===== src/acr_pkg.sv =====
package acr_pkg;

   // Register selection and reset image
   localparam logic [1:0]  ACR_CFG_POINTER   = 2'h1;
   localparam logic [15:0] ACR_CFG_RESET     = 16'h058B;
   // Bits that a qualified write really stores
   localparam logic [15:0] ACR_CFG_WR_MASK   = 16'h7FE8;
   // Bits forced in the readback: qualifier 01 and bit 0 at 1
   localparam logic [15:0] ACR_CFG_FIXED_ONE = 16'h0003;

   // Field positions
   localparam int ACR_TRIG_BIT    = 15;
   localparam int ACR_MUX_MSB     = 14;
   localparam int ACR_MUX_LSB     = 12;
   localparam int ACR_RANGE_MSB   = 11;
   localparam int ACR_RANGE_LSB   = 9;
   localparam int ACR_MODE_BIT    = 8;
   localparam int ACR_RATE_MSB    = 7;
   localparam int ACR_RATE_LSB    = 5;
   localparam int ACR_PULLUP_BIT  = 3;
   localparam int ACR_QUAL_MSB    = 2;
   localparam int ACR_QUAL_LSB    = 1;

   // Qualifier code that commits a write
   localparam logic [1:0]  ACR_QUAL_COMMIT   = 2'b01;

   // Frame lengths in serial clock periods
   localparam logic [5:0]  ACR_WORD_BITS     = 6'h10;
   localparam logic [5:0]  ACR_FRAME_BITS    = 6'h20;

   // Input pair selection codes
   localparam logic [2:0]  ACR_MUX_P0_N1     = 3'h0;
   localparam logic [2:0]  ACR_MUX_P0_N3     = 3'h1;
   localparam logic [2:0]  ACR_MUX_P1_N3     = 3'h2;
   localparam logic [2:0]  ACR_MUX_P2_N3     = 3'h3;

   // Conversion sequencer states
   typedef enum logic [2:0] {
      ACR_ST_DOWN   = 3'b001,
      ACR_ST_SINGLE = 3'b010,
      ACR_ST_CONT   = 3'b100
   } acr_state_t;

endpackage : acr_pkg


===== src/acr_adc_config.sv =====
// Function
// - A committed word with the trigger bit at 1 while powered down starts exactly one conversion; 0 does nothing.
// - A trigger written while a conversion is running is ignored and the conversion goes on.
// - The trigger bit always reads back as 0.
// - Input select codes 000 to 011 choose the pairs 0-1, 0-3, 1-3 and 2-3.
// - Input select codes 100 to 111 choose inputs 0 to 3 against ground, and the field resets to 000.
// - The range field picks the full-scale span from code 000 to 110 and resets to 010.
// - Mode 0 runs continuous conversion, mode 1 powers down with single-shot operation, reset 1.
// - The rate field picks 6.25 to 1000 samples per second and resets to 100.
// - Reserved bits 4 and 0 ignore writes; bit 4 resets to 0 and bit 0 always reads 1.
// - With chip select high the pull-up bit at 1 ties on the weak pull-up, at 0 the pin floats.
// - The register is updated only when the incoming qualifier field is 01.
// - The configuration register, pointer 1, resets to 058Bh.
// - The serial input is sampled on the falling serial clock edge and is never driven.
// - In a 32-bit frame the register value in force after the first half returns in the second half, MSB first.
// - The register is written on the serial input while the result shifts out on the data output.
module acr_adc_config (
   input  wire logic                  clk_i,                 // System clock, 100 MHz
   input  wire logic                  rst_i,                 // Synchronous reset, active high
   input  wire logic                  cs_n_i,                // Chip select pin, active low
   input  wire logic                  sclk_i,                // Serial clock pin
   input  wire logic                  din_i,                 // Serial data input pin
   output logic                       serial_out_ready_n_o,  // Data out / ready level, ready low
   output logic                       serial_out_oe_o,       // Drive enable for data out pin
   output logic                       pullup_en_o,           // Weak pull-up connect on data out
   input  wire logic                  conv_done_i,           // Conversion finished pulse
   input  wire logic [15:0]           conv_data_i,           // Result of finished conversion
   output logic                       conv_start_o,          // Start one conversion pulse
   output logic                       continuous_o,          // Continuous mode active
   output logic                       powered_down_o,        // Converter idle in power-down
   output logic [1:0]                 positive_input_sel_o,  // Positive input number
   output logic [1:0]                 negative_input_sel_o,  // Negative input number
   output logic                       negative_is_ground_o,  // Negative input tied to ground
   output logic [2:0]                 range_select_o,        // Full-scale span code
   output logic [2:0]                 rate_select_o          // Output rate code
);
   import acr_pkg::*;

   logic [2:0]  cs_sync_q;
   logic [2:0]  sclk_sync_q;
   logic [1:0]  din_sync_q;
   logic        cs_low;
   logic        cs_fall;
   logic        sclk_rise;
   logic        sclk_fall;
   logic [5:0]  bit_cnt_q;
   logic        started_q;
   logic [15:0] rx_q;
   logic [15:0] word_next;
   logic        word_done;
   logic        commit;
   logic [15:0] cfg_q;
   logic [15:0] cfg_d;
   logic [15:0] readback;
   logic [31:0] tx_q;
   logic [15:0] conv_buf_q;
   logic        ready_n_q;
   logic        trigger;
   acr_state_t  state_q;

   // Pins cross into the clock domain; edges seen only past stage two
   always_ff @(posedge clk_i) begin
      if (rst_i) begin
         cs_sync_q   <= 3'b111;
         sclk_sync_q <= 3'b000;
         din_sync_q  <= 2'b00;
      end else begin
         cs_sync_q   <= {cs_sync_q[1:0], cs_n_i};
         sclk_sync_q <= {sclk_sync_q[1:0], sclk_i};
         din_sync_q  <= {din_sync_q[0], din_i};
      end
   end

   assign cs_low    = ~cs_sync_q[1];
   assign cs_fall   = cs_sync_q[2] & ~cs_sync_q[1];
   assign sclk_rise = cs_low & sclk_sync_q[1] & ~sclk_sync_q[2];
   assign sclk_fall = cs_low & ~sclk_sync_q[1] & sclk_sync_q[2];

   // Completed word and its qualifier check
   assign word_next = {rx_q[14:0], din_sync_q[1]};
   assign word_done = sclk_fall & (bit_cnt_q == ACR_WORD_BITS - 6'h01);
   assign commit    = word_done & (word_next[ACR_QUAL_MSB:ACR_QUAL_LSB] == ACR_QUAL_COMMIT);

   // Stored value only keeps writable bits; reserved bit 4 stays 0
   // reserved bits masked
   assign cfg_d     = word_next & ACR_CFG_WR_MASK;

   // Readback of the value in force after this word
   // trigger reads zero
   assign readback  = (commit ? cfg_d : cfg_q) | ACR_CFG_FIXED_ONE;

   // Trigger honoured only from power-down
   // one start from idle
   assign trigger   = commit & word_next[ACR_TRIG_BIT] & (state_q == ACR_ST_DOWN);

   // Bit counter, falling edges within a frame; wraps after 32
   // sample on falling edge
   always_ff @(posedge clk_i) begin
      if (rst_i || !cs_low) begin
         bit_cnt_q <= 6'h00;
      end else if (sclk_fall) begin
         if (bit_cnt_q == ACR_FRAME_BITS - 6'h01) begin
            bit_cnt_q <= 6'h00;
         end else begin
            bit_cnt_q <= bit_cnt_q + 6'h01;
         end
      end
   end

   // Receive shift register, first word of the frame only
   // write during readout
   always_ff @(posedge clk_i) begin
      if (rst_i || !cs_low) begin
         rx_q <= 16'h0000;
      end else if (sclk_fall && bit_cnt_q < ACR_WORD_BITS) begin
         rx_q <= word_next;
      end
   end

   // Configuration register, all fields change on the same edge
   // reset value
   always_ff @(posedge clk_i) begin
      if (rst_i) begin
         cfg_q <= ACR_CFG_RESET & ACR_CFG_WR_MASK;
      end else if (commit) begin
         cfg_q <= cfg_d;
      end
   end

   // Result buffer; a frame copies it at chip select, so a late result cannot tear it
   always_ff @(posedge clk_i) begin
      if (rst_i) begin
         conv_buf_q <= 16'h0000;
      end else if (conv_done_i) begin
         conv_buf_q <= conv_data_i;
      end
   end

   // New-data flag, low when unread; a fresh result beats the clear
   always_ff @(posedge clk_i) begin
      if (rst_i) begin
         ready_n_q <= 1'b1;
      end else if (conv_done_i) begin
         ready_n_q <= 1'b0;
      end else if (sclk_rise && !started_q && bit_cnt_q == 6'h00) begin
         ready_n_q <= 1'b1;
      end
   end

   // Marks that the first rising edge of this frame has passed
   always_ff @(posedge clk_i) begin
      if (rst_i || !cs_low) begin
         started_q <= 1'b0;
      end else if (sclk_fall && bit_cnt_q == ACR_FRAME_BITS - 6'h01) begin
         started_q <= 1'b0;
      end else if (sclk_rise) begin
         started_q <= 1'b1;
      end
   end

   // Transmit shift register: result first, then the readback word
   // readback in second half
   always_ff @(posedge clk_i) begin
      if (rst_i) begin
         tx_q <= 32'h0000_0000;
      end else if (cs_fall) begin
         tx_q <= {conv_buf_q, 16'h0000};
      end else if (word_done) begin
         tx_q <= {readback, 16'h0000};
      end else if (sclk_fall && bit_cnt_q == ACR_FRAME_BITS - 6'h01) begin
         tx_q <= {conv_buf_q, 16'h0000};
      end else if (sclk_rise) begin
         tx_q <= {tx_q[30:0], 1'b0};
      end
   end

   // Data out pin: ready level before the first rising edge, then data
   always_ff @(posedge clk_i) begin
      if (rst_i) begin
         serial_out_ready_n_o <= 1'b1;
      end else if (!cs_low) begin
         serial_out_ready_n_o <= 1'b1;
      end else if (sclk_rise) begin
         serial_out_ready_n_o <= tx_q[31];
      end else if (!started_q) begin
         serial_out_ready_n_o <= ready_n_q;
      end
   end

   // Pin drive and pull-up; the input pin has no driver at all
   // pull-up with chip select high
   always_ff @(posedge clk_i) begin
      if (rst_i) begin
         serial_out_oe_o <= 1'b0;
         pullup_en_o     <= 1'b1;
      end else begin
         serial_out_oe_o <= cs_low;
         pullup_en_o     <= ~cs_low & cfg_q[ACR_PULLUP_BIT];
      end
   end

   // Conversion sequencer
   // mode selects sequencing
   always_ff @(posedge clk_i) begin
      if (rst_i) begin
         state_q      <= ACR_ST_DOWN;
         conv_start_o <= 1'b0;
      end else begin
         conv_start_o <= 1'b0;
         case (state_q)
            ACR_ST_DOWN: begin
               if (!cfg_q[ACR_MODE_BIT]) begin
                  state_q      <= ACR_ST_CONT;
                  conv_start_o <= 1'b1;
               end else if (trigger) begin
                  state_q      <= ACR_ST_SINGLE;
                  conv_start_o <= 1'b1;
               end
            end
            ACR_ST_SINGLE: begin
               if (conv_done_i) begin
                  state_q <= ACR_ST_DOWN;
               end
            end
            ACR_ST_CONT: begin
               if (conv_done_i) begin
                  if (cfg_q[ACR_MODE_BIT]) begin
                     state_q <= ACR_ST_DOWN;
                  end else begin
                     conv_start_o <= 1'b1;
                  end
               end
            end
            default: begin
               state_q <= ACR_ST_DOWN;
            end
         endcase
      end
   end

   // Status outputs follow the sequencer one cycle later
   always_ff @(posedge clk_i) begin
      if (rst_i) begin
         continuous_o   <= 1'b0;
         powered_down_o <= 1'b1;
      end else begin
         continuous_o   <= (state_q == ACR_ST_CONT);
         powered_down_o <= (state_q == ACR_ST_DOWN);
      end
   end

   // Span and rate codes pass to the front end unchanged
   // range field
   always_ff @(posedge clk_i) begin
      if (rst_i) begin
         range_select_o <= ACR_CFG_RESET[ACR_RANGE_MSB:ACR_RANGE_LSB];
         rate_select_o  <= ACR_CFG_RESET[ACR_RATE_MSB:ACR_RATE_LSB];
      end else begin
         range_select_o <= cfg_q[ACR_RANGE_MSB:ACR_RANGE_LSB];
         rate_select_o  <= cfg_q[ACR_RATE_MSB:ACR_RATE_LSB];
      end
   end

   // Input multiplexer decode
   // differential pairs
   always_ff @(posedge clk_i) begin
      if (rst_i) begin
         positive_input_sel_o <= 2'h0;
         negative_input_sel_o <= 2'h1;
         negative_is_ground_o <= 1'b0;
      end else begin
         case (cfg_q[ACR_MUX_MSB:ACR_MUX_LSB])
            ACR_MUX_P0_N1: begin
               positive_input_sel_o <= 2'h0;
               negative_input_sel_o <= 2'h1;
               negative_is_ground_o <= 1'b0;
            end
            ACR_MUX_P0_N3: begin
               positive_input_sel_o <= 2'h0;
               negative_input_sel_o <= 2'h3;
               negative_is_ground_o <= 1'b0;
            end
            ACR_MUX_P1_N3: begin
               positive_input_sel_o <= 2'h1;
               negative_input_sel_o <= 2'h3;
               negative_is_ground_o <= 1'b0;
            end
            ACR_MUX_P2_N3: begin
               positive_input_sel_o <= 2'h2;
               negative_input_sel_o <= 2'h3;
               negative_is_ground_o <= 1'b0;
            end
            default: begin
               // Codes 100..111: low two bits name the input
               positive_input_sel_o <= cfg_q[ACR_MUX_LSB+1:ACR_MUX_LSB];
               negative_input_sel_o <= 2'h0;
               negative_is_ground_o <= 1'b1;
            end
         endcase
      end
   end

endmodule // acr_adc_config


===== config.mk =====
export PLATFORM = sky130hd
export DESIGN_NAME = acr_adc_config
export DESIGN_NICKNAME = d
export VERILOG_FILES = /design/src/acr_pkg.sv /design/src/acr_adc_config.sv
export SDC_FILE = /design/constraint.sdc
export NUM_CORES = 1
export LEC_CHECK = 0
export BUFFER_PORTS_ARGS = -buffer_cell sky130_fd_sc_hd__buf_2
export CORE_MARGIN = 3
export CORE_UTILIZATION = 44
export DETAILED_ROUTE_END_ITERATION = 10
export PLACE_DENSITY = 0.74
export SLEW_MARGIN = 20
export SYNTH_ARGS = -nofsm -noshare
export SYNTH_HDL_FRONTEND = slang
export SYNTH_SLANG_ARGS = --single-unit

===== constraint.sdc =====
create_clock -name clk_i -period 2 [get_ports clk_i]
set_input_delay 0.4 -clock clk_i [delete_from_list [all_inputs] [get_ports clk_i]]
set_output_delay 0.4 -clock clk_i [all_outputs]
set_load 0.01 [all_outputs]

==> Word-level counts from Yosys, hierarchy flattened <==
Cells that the tools add are included.
Widths: inputs -> output; s select.
{ "totals": {"ff_bits": 97, "input_bits": 22, "word_cells": 91} }
{ "classes": {"n_addsub": 1, "magnitude_cmp": 1, "n_eq_ne": 14, "muxes": 24, "n_bitwise": 13, "n_reduce_logical": 16} }
{ "op_table": {"columns": ["operator", "count"], "rows": [
  ["$mux 32", 4],
  ["$mux 16", 1],
  ["$mux 3", 5],
  ["$and 1x1->1", 10],
  ["$eq 3x2->1 const B", 3],
  ["$mux 1", 9],
  ["$pmux 3 s3", 1],
  ["$ne 2x2->1 const B", 4],
  ["$add 6x1->6 const B", 1],
  ["$eq 3x1->1 const B", 2],
  ["$eq 6x4->1 const B", 1],
  ["$eq 6x5->1 const B", 1],
  ["$logic_not 6->1", 1],
  ["$lt 6x5->1 const B", 1],
  ["$mux 6", 1],
  ["$pmux 2 s3", 1],
  ["$reduce_or 2->1", 3],
  ["$logic_and 1x1->1", 4],
  ["$pmux 2 s2", 1],
  ["$reduce_and 4->1", 1],
  ["$reduce_bool 4->1", 1],
  ["$reduce_or 4->1", 1],
  ["$eq 3x3->1 const B", 1],
  ["$logic_not 3->1", 1],
  ["other kinds (8)", 10]
]} }

==> Longest topological paths before layout <==
{ "logic_depth": {"depth_word": 10, "mapped_depth": 8} }

==> Worst setup path before layout <==
No wires, ideal clock.
{ "synth_timing": {"kind": "register -> register", "from": "register bit_cnt_q[0]", "to": "register tx_q[17]", "arrival_time_ns": 1.657, "required_time_ns": 1.909, "setup_slack_ns": 0.252, "path_stages_with_launch": 9, "n_path_buf": 2, "period_less_slack_ns": 1.748, "path_cell_list": "dfxtp_1 > ha_1 > and4b_1 > and2_1 > buf_6 > a21o_2 > buf_6 > mux2i_1 > a311oi_1"} }
{ "synth_between": {"elab_chain_len": 5, "elab_cells_between_ends": 8, "cone_classes": "2 x eq/ne; 3 x mux; 1 x bitwise; 2 x reduce/logical"} }
{ "synth_lines": {"columns": ["item", "line", "source"], "rows": [
  ["from (decl)", "acr_adc_config.sv:46", "logic [5:0] bit_cnt_q;"],
  ["from (signal assigned)", "acr_adc_config.sv:105", "bit_cnt_q <= bit_cnt_q + 6'h01;"],
  ["$eq 6x5->1", "acr_adc_config.sv:170", "end else if (sclk_fall && bit_cnt_q == ACR_FRAME_BITS - 6'h01) begin"],
  ["$logic_and 1x1->1", "acr_adc_config.sv:170", null],
  ["$mux 32", "acr_adc_config.sv:170", null],
  ["$mux 32", "acr_adc_config.sv:168", "end else if (word_done) begin"],
  ["$mux 32", "acr_adc_config.sv:166", "end else if (cs_fall) begin"],
  ["to (signal assigned)", "acr_adc_config.sv:167", "tx_q <= {conv_buf_q, 16'h0000};"],
  ["to (signal assigned)", "acr_adc_config.sv:169", "tx_q <= {readback, 16'h0000};"],
  ["to (signal assigned)", "acr_adc_config.sv:171", "tx_q <= {conv_buf_q, 16'h0000};"],
  ["to (decl)", "acr_adc_config.sv:55", "logic [31:0] tx_q;"]
]} }
Several ways; a longest one is shown, not always the timed one.
A chain may end at the register's enable or synchronous reset.

==> Worst setup path in the final report <==
{ "layout_timing": {"from": "register sclk_sync_q[1]", "to": "register tx_q[25]"} }
{ "layout_between": {"elab_chain_len": 8, "elab_cells_between_ends": 13, "cone_classes": "4 x mux; 7 x bitwise; 2 x reduce/logical"} }
{ "layout_lines": {"columns": ["item", "line", "source"], "rows": [
  ["from (decl)", "acr_adc_config.sv:40", "logic [2:0] sclk_sync_q;"],
  ["from (signal assigned)", "acr_adc_config.sv:69", "sclk_sync_q <= {sclk_sync_q[1:0], sclk_i};"],
  ["$not 1->1", "acr_adc_config.sv:77", "assign sclk_fall = cs_low & ~sclk_sync_q[1] & sclk_sync_q[2];"],
  ["$and 1x1->1 (2 in a row)", "acr_adc_config.sv:77", null],
  ["$and 1x1->1", "acr_adc_config.sv:81", "assign word_done = sclk_fall & (bit_cnt_q == ACR_WORD_BITS - 6'h01);"],
  ["$and 1x1->1", "acr_adc_config.sv:82", "assign commit = word_done & (word_next[ACR_QUAL_MSB:ACR_QUAL_LSB] == ACR_QUAL_COMMIT);"],
  ["$mux 16", null, null],
  ["$mux 32", "acr_adc_config.sv:168", null],
  ["$mux 32", "acr_adc_config.sv:166", null]
]} }
Several ways; a longest one is shown, not always the timed one.

==> impl_metrics.ini <==
[outcome]
status = complete, no violations

[floorplanning]
top_level_ports = 39
start_util_pct = 46.38
die_h_um = 100.2
rows = 33
core_um2 = 8423
die_area_um2 = 10040
die_w_um = 100.2

[synth]
yosysTopAreaCell = dfxtp_1
synth_area_leaders = dfxtp_1 50%, nand2_1 9.2%, mux2i_1 6.9%, nor2_1 5.0%, a21oi_1 4.5%
ys_warn_count = 0
synth_cells = 456
synth_seq_area_share_pct = 49.71
synth_ff_type = dfxtp_1
syn_area_per_cell_um2 = 8.566
synth_area_um2 = 3906
synth_top_cell_area_share_pct = 49.71
async_reset_ff_share_pct = 0
synth-seq-cells = 97
ys_types = 41
syn-num-nets = 480
synth_edf_count = 0

[cts]
path_clk_slew_ns = 0.09
cts_resized = 0
clock_sinks = 97
h-tree-depth = 3
cts_buffers = 9
cts_tree = built
cts-root-buf = clkbuf_8
insertion_delay_ns = 0.36
post_cts_buffers = 0
clk_path_buf_depth = 2
ctsHoldBuffers = 0

[place]
dpl.cell_count = 588
dp_hpwl_um = 6162
place_congestion = 0.8801
portBuffers = 38
pre_cts_slack_ns = 0.2220

[worst_setup_path]
cp-end-kind = flip-flop
path_max_fanout = 7
worst_ep_arrival_time_ns = 2.11
worstPathRequired_ns = 2.31
critPathSlowestCell = dfxtp_1
criticalPathCategory = flip-flop to flip-flop
start_kind = flip-flop
crit_chain = and4bb_2 -> and3_1 -> nand3b_1 -> o211ai_1 -> o221a_2
critPathTopFamily = simple AND/OR/NAND/NOR gates
slowest_delay_ns = 0.37
critPathBufInv = 0

[routing]
ant_nets = 0
num_vias = 3176
wl_um = 8535
drtIter0Drc = 109
routedWlPerCell_um = 14.13
routed_via_density = 5.258
first_pass_iters = 4
drc = 0

[power]
power_density_nw_per_um2 = 762.9
ir_worst_vdd_uv = 302.0
leakage_nw = 1.769

[timing]
setup_viol_count_final = 0
final_hold_viol_count = 0
fin_worst_skew_ns = 0.01024
rsz0062_at_grt = false
fin_setup_tns_ns = 0
slew_headroom_pct = 57.00
worst_slack_ns = 0.1927
hold_ws_ns = 0.2186
tightest_slew_ns = 0.6443
fmax_mhz = 553.3
fin_crit_ns = 1.807
period_share_pct = 90.36
final-max-slew-violation-count = 0

[global_route]
grt_max_degree = 41
antenna_found_initial = 0
grt_pass1_vias = 3118
grt_pass1_wl_um = 14240
grt.overflow.total = 0
grt_util_all_layers_pct = 17.78

[final_layout]
final_nets = 518
num_antenna_cells = 0
drive_gt1_share_pct = 17.64
fillers = 799
multi_input_area_um2 = 1815
areaGrowthSynthToFinish_pct = 13.16
final_core_util_pct = 52.48
regArea_um2 = 1942
final_cells = 604

[worst_hold_path]
hold_path_class = input port to flip-flop

[flow_run]
max_cap_viol_count = 0
==> cells in the mapped netlist (3+ instances only) <==
cell type	n
dfxtp_1	97
nand2_1	96
nor2_1	52
a21oi_1	35
mux2i_1	27
clkbuf_1	17
nor2b_1	16
nand3_1	14
o21ai_0	11
buf_2	8
or2_2	8
a31oi_1	6
inv_1	6
o211ai_1	6
o221a_2	6
a211oi_1	4
and3_1	4
a311oi_1	3
nand2b_1	3
nor3_1	3
nor3b_1	3
o22ai_1	3
==> cells in the final DEF (no fill, tap or decap), types with 3 or more instances in the layout <==
cell type / Yosys / routed
inv_1: 6 / 6
nor2b_1: 16 / 16
or2_2: 8 / 8
clkbuf_8: 0 / 10
a31oi_1: 6 / 6
nor2_1: 52 / 52
nand2_1: 96 / 96
nor3b_1: 3 / 3
o22ai_1: 3 / 3
a21oi_1: 35 / 35
nand3_1: 14 / 14
nor3_1: 3 / 3
nand2b_1: 3 / 3
a211oi_1: 4 / 4
buf_2: 8 / 38
and3_1: 4 / 4
mux2i_1: 27 / 27
buf_4: 0 / 15
dfxtp_1: 97 / 97
a311oi_1: 3 / 3
o221a_2: 6 / 6
o211ai_1: 6 / 6
o21ai_0: 11 / 11
==> state kept, by name, indices dropped and copies added, names as in the netlist, 6 cells and up <==
signal	cells
conv_buf_q	16
tx_q	16
rx_q	15
cfg_q	14
bit_cnt_q	6
==> report_power, final <==
| group | internal (W) | switching, W |
|---|---|---|
| combinational | 0.0000804 | 0.0000930 |
| sequential | 0.00197 | 0.0000289 |
| clock | 0.000499 | 0.000697 |
| total | 0.00255 | 0.000819 |
==> path summary, 6_finish.rpt <==
path / start / end / slack (ns) / cells after the start
min reg2reg: cs_sync_q[0] / cs_sync_q[1] / 0.42 / 1
min: cs_n_i / cs_sync_q[0] / 0.22 / 2
max: sclk_sync_q[1] / tx_q[25] / 0.19 / 5
max reg2reg: sclk_sync_q[1] / tx_q[25] / 0.19 / 5
==> cells by family after synthesis <==
kind of cell,synth area share [%]
compound gates,13.29
xor+xnor,0.8970
fa+ha+maj,0.6405
buf+inv,3.812
flops,49.71
mux,7.207
simple gates,24.44
==> cell type report <==
cell class / count / area share [%]
Tap cell: 105 / 2.972
Multi-Input combinational cell: 326 / 41.07
Inverter: 6 / 0.5095
Clock buffer: 10 / 3.114
Timing Repair Buffer: 54 / 7.303
Sequential cell: 97 / 43.93
Clock inverter: 6 / 1.104
==> stage by stage <==
stage               total power [W]  instance area [um2]
global placement           0.002214                 4234
global route               0.003500                 4420
CTS                        0.003406                 4420
floorplan                  0.002160                 3906
finish                     0.003373                 4420
detailed placement         0.002222                 4234
==> metal layers <==
metal	global-route usage (%)	share of wire, %	vias to the layer above
li1	-	-	1618
met1	22.71	45	1471
met2	28.85	48	73
met3	4.795	5.4	14
met4	6.425	1.7	0
met5	0	0	-
==> worst reg2reg max path, delay by kind of cell (launching register included) <==
| kind | cells | cell delay [ns] |
|---|---|---|
| AND/OR/NAND/NOR | 3 | 0.87 |
| AO/OA/AOI/OAI | 2 | 0.51 |
| flip-flops | 1 | 0.37 |
Power figures use the tool's default switching activity.
